[config.mk]
export PLATFORM = sky130hd
export DESIGN_NAME = bcrc_top
export DESIGN_NICKNAME = d
export VERILOG_FILES = /design/src/bcrc_flip.v /design/src/bcrc_step.v /design/src/bcrc_top.v
export VERILOG_INCLUDE_DIRS = /design/src
export SDC_FILE = /design/constraint.sdc
export NUM_CORES = 1
export LEC_CHECK = 0
export ABC_AREA = 1
export BUFFER_PORTS_ARGS = -buffer_cell sky130_fd_sc_hd__buf_2
export CAP_MARGIN = 20
export CORE_MARGIN = 3
export CORE_UTILIZATION = 43
export CTS_BUF_LIST = sky130_fd_sc_hd__clkbuf_2 sky130_fd_sc_hd__clkbuf_4 sky130_fd_sc_hd__clkbuf_8
export CTS_CLUSTER_DIAMETER = 40
export DETAILED_ROUTE_END_ITERATION = 7
export GPL_ROUTABILITY_DRIVEN = 0
export PLACE_DENSITY = 0.73
export SYNTH_ARGS = -nofsm -noshare
export SYNTH_HDL_FRONTEND = slang
export SYNTH_SLANG_ARGS = --single-unit
[constraint.sdc]
create_clock -name clk_sys_i -period 2.5 [get_ports clk_sys_i]
set_clock_uncertainty 0.2 [all_clocks]
set_input_delay 0.125 -clock clk_sys_i [delete_from_list [all_inputs] [get_ports clk_sys_i]]
set_output_delay 0.125 -clock clk_sys_i [all_outputs]
set_load 0.01 [all_outputs]
[src/bcrc_regs.vh]
// constants for the byte crc unit: offsets, fields, reset values, polynomials
// assumes an apb slave with 32-bit data, one aligned word per register
// What this block does
// RULE1: input is a stream of bytes, each written to the input register
// RULE2: 16-bit mode is msb first with polynomial 0x1021
// RULE3: 16-bit mode xors each byte into the upper result byte first
// RULE4: 16-bit mode then does 8 left shifts, xoring poly when top bit set
// RULE5: 32-bit mode uses reflected 0x04C11DB7, bytes and result bit reversed
// RULE6: 32-bit mode xors each byte into the lowest result byte first
// RULE7: 32-bit mode does 8 right shifts, xoring 0xEDB88320 when low bit set
// RULE8: start value is all zeros or all ones, chosen by initial value select
// RULE9: width select 0 means 32-bit result, 1 means 16-bit result
// RULE10: writing 1 to initialize loads the chosen start value
// RULE11: result updates after every input byte with no further command
// RULE12: result byte access goes to the pointed byte, pointer then advances
// RULE13: result holds until reinitialized, overwritten or new input byte
// RULE14: bit reverse register reads back the written byte mirrored
// RULE15: pointer 0 is the low byte, wraps after the last active byte
`ifndef BCRC_REGS_VH
`define BCRC_REGS_VH
// =========================================
// register byte addresses
`define BCRC_ADDR_CTRL 12'h000
`define BCRC_ADDR_IN 12'h004
`define BCRC_ADDR_DAT 12'h008
`define BCRC_ADDR_FLIP 12'h00C
// =========================================
// control fields
`define BCRC_CTRL_PNT_LO 0
`define BCRC_CTRL_VAL 2
`define BCRC_CTRL_INIT 3
`define BCRC_CTRL_SEL 4
`define BCRC_CTRL_RESET 8'h00
// =========================================
// polynomials and start values
`define BCRC_POLY16 16'h1021
`define BCRC_POLY32_REFL 32'hEDB88320
`define BCRC_INIT_ONES 32'hFFFFFFFF
`define BCRC_INIT_ZERO 32'h00000000
`endif

[src/bcrc_flip.v]
// byte bit mirror
// assumes combinational use
`timescale 1ns/10ps
module bcrc_flip
(
	input wire [7:0] byte_i,
	output wire [7:0] byte_o
);
	genvar g;
	generate
		for (g = 0; g < 8; g = g + 1)
		begin : mirror
			assign byte_o[g] = byte_i[7 - g]; // RULE14
		end
	endgenerate
endmodule

[src/bcrc_step.v]
// one-byte crc update for both widths
// assumes a purely combinational use by the top
`timescale 1ns/10ps
`include "bcrc_regs.vh"
module bcrc_step
(
	input wire [31:0] crc_i,
	input wire [7:0] data_i,
	input wire width16_i,
	output wire [31:0] crc_o
);
	reg [15:0] c16;
	reg [31:0] c32;
	integer k;
	always @*
	begin
		c16 = crc_i[15:0] ^ {data_i, 8'h00}; // RULE3
		c32 = crc_i ^ {24'h000000, data_i}; // RULE6
		for (k = 0; k < 8; k = k + 1)
		begin
			if (c16[15]) // RULE4
				c16 = {c16[14:0], 1'b0} ^ `BCRC_POLY16; // RULE2
			else
				c16 = {c16[14:0], 1'b0};
			if (c32[0]) // RULE7
				c32 = {1'b0, c32[31:1]} ^ `BCRC_POLY32_REFL; // RULE5
			else
				c32 = {1'b0, c32[31:1]};
		end
	end
	assign crc_o = width16_i ? {16'h0000, c16} : c32; // RULE9
endmodule

[src/bcrc_top.v]
// byte crc unit with apb register slave
// assumes apb master on clk_sys_i, asynchronous active low reset
// pstrb_i is ignored; every write uses the low byte of pwdata_i
`timescale 1ns/10ps
`include "bcrc_regs.vh"
module bcrc_top
(
	input wire clk_sys_i,
	input wire resetn_i,
	input wire psel_i,
	input wire penable_i,
	input wire pwrite_i,
	input wire [11:0] paddr_i,
	input wire [31:0] pwdata_i,
	input wire [3:0] pstrb_i,
	output reg [31:0] prdata_o,
	output reg pready_o,
	output reg pslverr_o
);
	// =========================================
	// state and next values
	reg [31:0] result_q;
	reg [31:0] result_d;
	reg [1:0] result_byte_pointer_q;
	reg [1:0] result_byte_pointer_d;
	reg width_select_q;
	reg width_select_d;
	reg initial_value_select_q;
	reg initial_value_select_d;
	reg [7:0] bit_reverse_register_q;
	reg [7:0] bit_reverse_register_d;
	reg [31:0] rdata_d;
	reg err_d;

	// =========================================
	// datapath and decode nets
	wire [31:0] step_crc;
	wire [7:0] flipped;
	wire [31:0] lane_wdata;
	wire [7:0] lane_rdata;
	wire [3:0] lane_sel;
	wire [31:0] start_value;
	wire [1:0] last_ptr;
	wire [1:0] ptr_after;
	wire setup;
	wire wr;
	wire rd;
	wire mapped;
	wire wr_ctrl;
	wire wr_in;
	wire wr_dat;
	wire wr_flip;
	wire rd_ctrl;
	wire rd_dat;
	wire rd_flip;
	wire dat_access;
	wire init_req;

	// =========================================
	// control reset value
	localparam [7:0] CTRL_RESET = `BCRC_CTRL_RESET;

	// =========================================
	// functions
	function is_mapped;
		input [11:0] a;
		begin
			is_mapped = (a == `BCRC_ADDR_CTRL) || (a == `BCRC_ADDR_IN) ||
				(a == `BCRC_ADDR_DAT) || (a == `BCRC_ADDR_FLIP);
		end
	endfunction

	function [1:0] next_ptr;
		input [1:0] p;
		input [1:0] last;
		begin
			if (p >= last)
				next_ptr = 2'h0; // RULE15
			else
				next_ptr = p + 2'h1; // RULE12
		end
	endfunction

	function reg_hit;
		input [11:0] a;
		input [11:0] off;
		begin
			reg_hit = (a == off);
		end
	endfunction

	function [3:0] lane_onehot;
		input [1:0] p;
		begin
			case (p)
				2'h0: lane_onehot = 4'h1;
				2'h1: lane_onehot = 4'h2;
				2'h2: lane_onehot = 4'h4;
				default: lane_onehot = 4'h8;
			endcase
		end
	endfunction

	function [7:0] pick_byte;
		input [31:0] w;
		input [3:0] sel;
		integer i;
		begin
			pick_byte = 8'h00;
			for (i = 0; i < 4; i = i + 1)
			begin
				if (sel[i])
					pick_byte = w[8 * i +: 8];
			end
		end
	endfunction

	// =========================================
	// bus decode
	assign setup = psel_i && !penable_i;
	assign wr = setup && pwrite_i;
	assign rd = setup && !pwrite_i;
	assign mapped = is_mapped(paddr_i);
	assign wr_ctrl = wr && reg_hit(paddr_i, `BCRC_ADDR_CTRL);
	assign wr_in = wr && reg_hit(paddr_i, `BCRC_ADDR_IN); // RULE1
	assign wr_dat = wr && reg_hit(paddr_i, `BCRC_ADDR_DAT);
	assign wr_flip = wr && reg_hit(paddr_i, `BCRC_ADDR_FLIP);
	assign rd_ctrl = rd && reg_hit(paddr_i, `BCRC_ADDR_CTRL);
	assign rd_dat = rd && reg_hit(paddr_i, `BCRC_ADDR_DAT);
	assign rd_flip = rd && reg_hit(paddr_i, `BCRC_ADDR_FLIP);
	assign dat_access = wr_dat || rd_dat; // RULE12
	assign init_req = wr_ctrl && pwdata_i[`BCRC_CTRL_INIT]; // RULE10

	// =========================================
	// pointer and start value
	assign start_value = pwdata_i[`BCRC_CTRL_VAL] ? `BCRC_INIT_ONES : `BCRC_INIT_ZERO; // RULE8
	assign last_ptr = width_select_q ? 2'h1 : 2'h3; // RULE15
	assign ptr_after = next_ptr(result_byte_pointer_q, last_ptr);
	assign lane_sel = lane_onehot(result_byte_pointer_q);
	assign lane_rdata = pick_byte(result_q, lane_sel);

	// =========================================
	// byte lanes of the result
	genvar g;
	generate
		for (g = 0; g < 4; g = g + 1)
		begin : lane
			assign lane_wdata[8 * g +: 8] = lane_sel[g] ? pwdata_i[7:0] : result_q[8 * g +: 8];
		end
	endgenerate

	// =========================================
	// datapath
	bcrc_step i_bcrc_step
	(
		.crc_i(result_q),
		.data_i(pwdata_i[7:0]),
		.width16_i(width_select_q),
		.crc_o(step_crc)
	);

	bcrc_flip i_bcrc_flip
	(
		.byte_i(pwdata_i[7:0]),
		.byte_o(flipped)
	);

	// =========================================
	// next result
	always @*
	begin
		result_d = result_q; // RULE13
		if (init_req)
		begin
			result_d = start_value; // RULE10
		end
		else if (wr_in)
		begin
			result_d = step_crc; // RULE11
		end
		else if (wr_dat)
		begin
			result_d = lane_wdata; // RULE12
		end
	end

	// =========================================
	// next pointer
	always @*
	begin
		result_byte_pointer_d = result_byte_pointer_q;
		if (wr_ctrl)
		begin
			result_byte_pointer_d = pwdata_i[`BCRC_CTRL_PNT_LO + 1:`BCRC_CTRL_PNT_LO];
		end
		else if (dat_access)
		begin
			result_byte_pointer_d = ptr_after; // RULE12
		end
	end

	// =========================================
	// next control bits
	always @*
	begin
		width_select_d = width_select_q;
		initial_value_select_d = initial_value_select_q;
		if (wr_ctrl)
		begin
			width_select_d = pwdata_i[`BCRC_CTRL_SEL]; // RULE9
			initial_value_select_d = pwdata_i[`BCRC_CTRL_VAL]; // RULE8
		end
	end

	// =========================================
	// next bit reverse byte
	always @*
	begin
		bit_reverse_register_d = bit_reverse_register_q;
		if (wr_flip)
		begin
			bit_reverse_register_d = flipped; // RULE14
		end
	end

	// =========================================
	// read data and error
	always @*
	begin
		rdata_d = 32'h00000000;
		err_d = setup && !mapped;
		if (rd_ctrl)
		begin
			rdata_d[`BCRC_CTRL_SEL] = width_select_q;
			rdata_d[`BCRC_CTRL_VAL] = initial_value_select_q;
			rdata_d[`BCRC_CTRL_PNT_LO + 1:`BCRC_CTRL_PNT_LO] = result_byte_pointer_q;
		end
		else if (rd_dat)
		begin
			rdata_d[7:0] = lane_rdata; // RULE12
		end
		else if (rd_flip)
		begin
			rdata_d[7:0] = bit_reverse_register_q; // RULE14
		end
	end

	// =========================================
	// result register
	always @(posedge clk_sys_i or negedge resetn_i)
	begin
		if (!resetn_i)
		begin
			result_q <= `BCRC_INIT_ZERO;
		end
		else
		begin
			result_q <= result_d;
		end
	end

	// =========================================
	// pointer register
	always @(posedge clk_sys_i or negedge resetn_i)
	begin
		if (!resetn_i)
		begin
			result_byte_pointer_q <= CTRL_RESET[`BCRC_CTRL_PNT_LO + 1:`BCRC_CTRL_PNT_LO];
		end
		else
		begin
			result_byte_pointer_q <= result_byte_pointer_d;
		end
	end

	// =========================================
	// control register
	always @(posedge clk_sys_i or negedge resetn_i)
	begin
		if (!resetn_i)
		begin
			width_select_q <= CTRL_RESET[`BCRC_CTRL_SEL];
			initial_value_select_q <= CTRL_RESET[`BCRC_CTRL_VAL];
		end
		else
		begin
			width_select_q <= width_select_d;
			initial_value_select_q <= initial_value_select_d;
		end
	end

	// =========================================
	// bit reverse register
	always @(posedge clk_sys_i or negedge resetn_i)
	begin
		if (!resetn_i)
		begin
			bit_reverse_register_q <= 8'h00;
		end
		else
		begin
			bit_reverse_register_q <= bit_reverse_register_d;
		end
	end

	// =========================================
	// read data register; holds until the next setup
	always @(posedge clk_sys_i or negedge resetn_i)
	begin
		if (!resetn_i)
		begin
			prdata_o <= 32'h00000000;
		end
		else if (setup)
		begin
			prdata_o <= rdata_d;
		end
	end

	// =========================================
	// ready: work happens in the setup cycle, answer in the access cycle
	always @(posedge clk_sys_i or negedge resetn_i)
	begin
		if (!resetn_i)
		begin
			pready_o <= 1'b0;
		end
		else
		begin
			pready_o <= setup;
		end
	end

	// =========================================
	// error flag for unmapped addresses
	always @(posedge clk_sys_i or negedge resetn_i)
	begin
		if (!resetn_i)
		begin
			pslverr_o <= 1'b0;
		end
		else
		begin
			pslverr_o <= err_d;
		end
	end
endmodule

==> flow_results.xml <==
<?xml version="1.0" encoding="UTF-8"?>
<metrics>
  <group name="layout">
    <metric name="layout_commonest_cell" unit="">sky130_fd_sc_hd__nand2_1</metric>
    <metric name="mostFrequentLayoutCells" unit="">sky130_fd_sc_hd__nand2_1 (302), sky130_fd_sc_hd__dfrtp_1 (54), sky130_fd_sc_hd__inv_1 (52), sky130_fd_sc_hd__nor2_1 (49)</metric>
    <metric name="layoutNonFillerInstCount" unit="">944</metric>
    <metric name="final_layout_size_suffix_gt1_share" unit="%">17.5</metric>
    <metric name="layout-area-overhead-vs-synth" unit="%">6.75</metric>
    <metric name="antennaDiodeCount" unit="">0</metric>
    <metric name="finish.net_count" unit="">859</metric>
  </group>
  <group name="die">
    <metric name="chipHeight" unit="um">116</metric>
    <metric name="io_pins" unit="">87</metric>
    <metric name="die_width" unit="um">116</metric>
    <metric name="initial_core_util" unit="%">44.7</metric>
    <metric name="design.die.area" unit="sq um">13400</metric>
    <metric name="core_region_area" unit="sq um">11600</metric>
    <metric name="floorplan.rows" unit="">39</metric>
  </group>
  <group name="synth">
    <metric name="yosys_warnings" unit="">0</metric>
    <metric name="postSynthCellCount" unit="">763</metric>
    <metric name="postSynthRegisterBits" unit="">54</metric>
    <metric name="syn-mean-instance-area" unit="sq um">6.77</metric>
    <metric name="yosys.cell_types.count" unit="">52</metric>
    <metric name="synthesis.area" unit="sq um">5170</metric>
    <metric name="synth.yosys.seq_area_share" unit="%">26.1</metric>
  </group>
  <group name="flow_run">
    <metric name="cap_violations" unit="">0</metric>
  </group>
  <group name="critical_path">
    <metric name="worst_r2r_path_depth" unit="">10</metric>
    <metric name="critPathArrivalTime" unit="ns">2.39</metric>
    <metric name="worstPathBufferInverterCount" unit="">4</metric>
    <metric name="timing.critical_path.cells" unit="">dlygate4sd3_1 &gt; buf_2 &gt; inv_1 &gt; nand2_1 &gt; nand2_1 &gt; nand2_1 &gt; nand2_4 &gt; inv_2 &gt; nand2_1 &gt; nand3_1 &gt; nand2_1 &gt; o21ai_0 &gt; nand2_1 &gt; a21oi_1</metric>
    <metric name="critical_path.top_delay_family" unit="">buffers and inverters</metric>
    <metric name="critical_path.slowest_cell" unit="">sky130_fd_sc_hd__dlygate4sd3_1</metric>
    <metric name="critPathCaptureType" unit="">register</metric>
    <metric name="r2r_setup_slack" unit="ns">0.21</metric>
    <metric name="setup.worst_path.start_class" unit="">primary input</metric>
    <metric name="required" unit="ns">2.54</metric>
    <metric name="crit_fanout" unit="">8</metric>
    <metric name="critical_path_class" unit="">primary input to register</metric>
    <metric name="critPathMaxStageDelay" unit="ns">0.53</metric>
    <metric name="crit-reg2reg-launch" unit="">result_byte_pointer_q[1]$_DFFE_PN0P_</metric>
    <metric name="cpMostUsedCell" unit="">sky130_fd_sc_hd__nand2_1</metric>
    <metric name="worstReg2RegEnd" unit="">prdata_o[7]$_DFFE_PN0N_</metric>
  </group>
  <group name="timing">
    <metric name="rsz0062_at_grt" unit="">false</metric>
    <metric name="max_clock_freq" unit="MHz">426</metric>
    <metric name="hold_violations" unit="">0</metric>
    <metric name="timing_max_transition_violations_final" unit="">0</metric>
    <metric name="layout_worst_path_cycle_share" unit="%">93.9</metric>
    <metric name="setup_violations" unit="">0</metric>
    <metric name="worst-slew-pin-transition" unit="ns">0.731</metric>
    <metric name="timing.slew.headroom" unit="%">51.2</metric>
    <metric name="min_period" unit="ns">2.35</metric>
    <metric name="fin_tns_setup" unit="ns">0</metric>
  </group>
  <group name="drt">
    <metric name="viasPerCell" unit="">5.34</metric>
    <metric name="routedWlPerCell" unit="um">15.7</metric>
    <metric name="vias" unit="">5042</metric>
    <metric name="drtAntennaViolNets" unit="">0</metric>
    <metric name="dr.pass1.iters" unit="">8</metric>
    <metric name="post-route-drc-count" unit="">0</metric>
    <metric name="first_iter_violations" unit="">502</metric>
    <metric name="wl" unit="mm">14.8</metric>
  </group>
  <group name="clock_tree">
    <metric name="clk_latency" unit="ns">0.32</metric>
    <metric name="cts-resized-gates" unit="">0</metric>
    <metric name="deepest_clock_path_buffer_count" unit="">2</metric>
    <metric name="clk_pin_slew" unit="ns">0.11</metric>
    <metric name="cts_max_level" unit="">2</metric>
    <metric name="cts_root_buffer" unit="">sky130_fd_sc_hd__clkbuf_8</metric>
    <metric name="tritoncts" unit="">yes</metric>
    <metric name="postCtsSetupBuffers" unit="">0</metric>
    <metric name="cts_buffers" unit="">5</metric>
    <metric name="clock-sinks" unit="">54</metric>
  </group>
  <group name="worst_hold_path">
    <metric name="worst_hold_path_type" unit="">primary input to register</metric>
    <metric name="min_from" unit="">pwdata_i[3]</metric>
    <metric name="min_delay_worst_endpoint" unit="">bit_reverse_register_q[4]$_DFFE_PN0P_</metric>
    <metric name="min_delay_path_depth" unit="">3</metric>
  </group>
  <group name="global_route">
    <metric name="vias_in_the_first_global_route" unit="">4578</metric>
    <metric name="number_of_antenna_violations_at_the_first_check_in_global_routing" unit="">0</metric>
    <metric name="grt_start_max_net_pins" unit="">33</metric>
    <metric name="track_usage" unit="%">22.9</metric>
    <metric name="grt_first_pass_wirelength" unit="mm">23.9</metric>
    <metric name="globalRoute.totalOverflow" unit="">0</metric>
  </group>
  <group name="pwr">
    <metric name="leakage" unit="nW">2.85</metric>
    <metric name="max-vdd-ir-drop" unit="mV">0.238</metric>
    <metric name="power_density" unit="nW/um^2">330</metric>
  </group>
  <group name="placed_design">
    <metric name="placed_cells_incl_taps" unit="">930</metric>
    <metric name="place.detailed.hpwl" unit="mm">11.7</metric>
    <metric name="port_buffers" unit="">34</metric>
  </group>
  <group name="run_status">
    <metric name="run_status" unit="">finished clean</metric>
  </group>
</metrics>
## cell type report
type,instances,area (sq um)
well taps,143,179
inverters,70,288
clock inverters,2,13.8
clock buffers,5,68.8
fillers,1173,6050
repair buffers,51,315
flip-flops and latches,54,1350
multi-input cells,619,3300
## per-stage QoR
stage | area [sq um] | util, % | hold WS [ns] | total power, mW | setup slack, ns
detailed placement | 5370 | 46.4 | 0.0229 | 1.32 | 0.311
global route | 5520 | 47.7 | 0.0165 | 1.92 | 0.0195
finish | 5520 | 47.7 | 0.0184 | 1.82 | 0.152
CTS | 5520 | 47.7 | 0.00666 | 1.82 | 0.240
floorplan | 5260 | - | -0.371 | 1.23 | 0.642
global placement | 5370 | 46.4 | 0.0129 | 1.32 | 0.351
## layer usage
layer  wire length, um  vias up  track usage, %
met5                 0        -               0
li1                  -     2455               -
met3              1400       48            4.49
met4               515        0            9.59
met2              6500      255            35.0
met1              6390     2284            31.8
## worst min-delay path: cells and delay by family
| kind | cells | cell delay (ns) |
|---|---|---|
| compound gates | 1 | 0.08 |
| buf+inv | 2 | 0.28 |
## Yosys cell counts, drive strengths merged
master | instances | share of area (%)
nand2 | 326 | 26
xnor2 | 16 | 3.4
o211ai | 3 | 0.44
o22ai | 1 | 0.12
or2 | 4 | 0.48
clkinv | 6 | 0.82
dfrtp | 54 | 26
xor2 | 24 | 4.7
o2111ai | 4 | 0.68
a22o | 4 | 0.68
o21ai | 50 | 5.8
buf | 39 | 5.8
nand3 | 43 | 5.0
clkbuf | 4 | 0.29
nor2 | 57 | 5.3
o32ai | 1 | 0.17
o221ai | 4 | 0.68
a22oi | 6 | 1.2
conb | 1 | 0.073
inv | 64 | 4.7
o311ai | 2 | 0.34
ha | 5 | 1.2
a21oi | 39 | 5.2
mux2 | 1 | 0.22
nor4 | 1 | 0.24
nand4 | 2 | 0.24
nor3 | 2 | 0.41
## sequential cells by signal, indices dropped and copies added (netlist names)
register                flops
result_q                   32
width_select_q              1
result_byte_pointer_q       2
pslverr_o                   1
initial_value_select_q      1
pready_o                    1
bit_reverse_register_q      8
prdata_o                    8
## worst max path at each step
stage | startpoint | end | slack, ns | depth (start not counted)
4_1_cts | pwdata_i[2] | result_q[25]$_DFFE_PN0P_ | 0.24 | 14
3_5_place_dp | result_byte_pointer_q[1]$_DFFE_PN0P_ | prdata_o[5]$_DFFE_PN0N_ | 0.31 | 8
3_3_place_gp | result_byte_pointer_q[1]$_DFFE_PN0P_ | prdata_o[5]$_DFFE_PN0N_ | 0.35 | 8
6_report | pwdata_i[2] | result_q[25]$_DFFE_PN0P_ | 0.15 | 14
2_1_floorplan | result_byte_pointer_q[0]$_DFFE_PN0P_ | prdata_o[7]$_DFFE_PN0N_ | 0.64 | 9
5_1_grt | pwdata_i[4] | result_q[12]$_DFFE_PN0P_ | 0.02 | 14
## cells by family after synthesis
group	Yosys count	synth area share, %
multiplexers	1	0.218
buffers and inverters	113	11.6
AO/OA/AOI/OAI	114	15.2
AND/OR/NAND/NOR	435	37.4
other	1	0.0726
XOR/XNOR	40	8.09
flip-flops	54	26.1
adder cells (fa/ha/maj)	5	1.21
## power by group
| part | switching [mW] | total, mW | internal (mW) | leakage [nW] |
|---|---|---|---|---|
| Sequential | 0.00428 | 0.881 | 0.877 | 0.711 |
| Combinational | 0.302 | 0.439 | 0.137 | 2.10 |
| Clock | 0.303 | 0.498 | 0.195 | 0.0444 |
| Total | 0.610 | 1.82 | 1.21 | 2.85 |
## repair_timing
item | 4_1_cts | 5_1_grt
hold buffers | 7 | 0
setup endpoints to repair | 0 | 0
hold endpoints to repair | 36 | 0
Power figures use the tool's default switching activity.
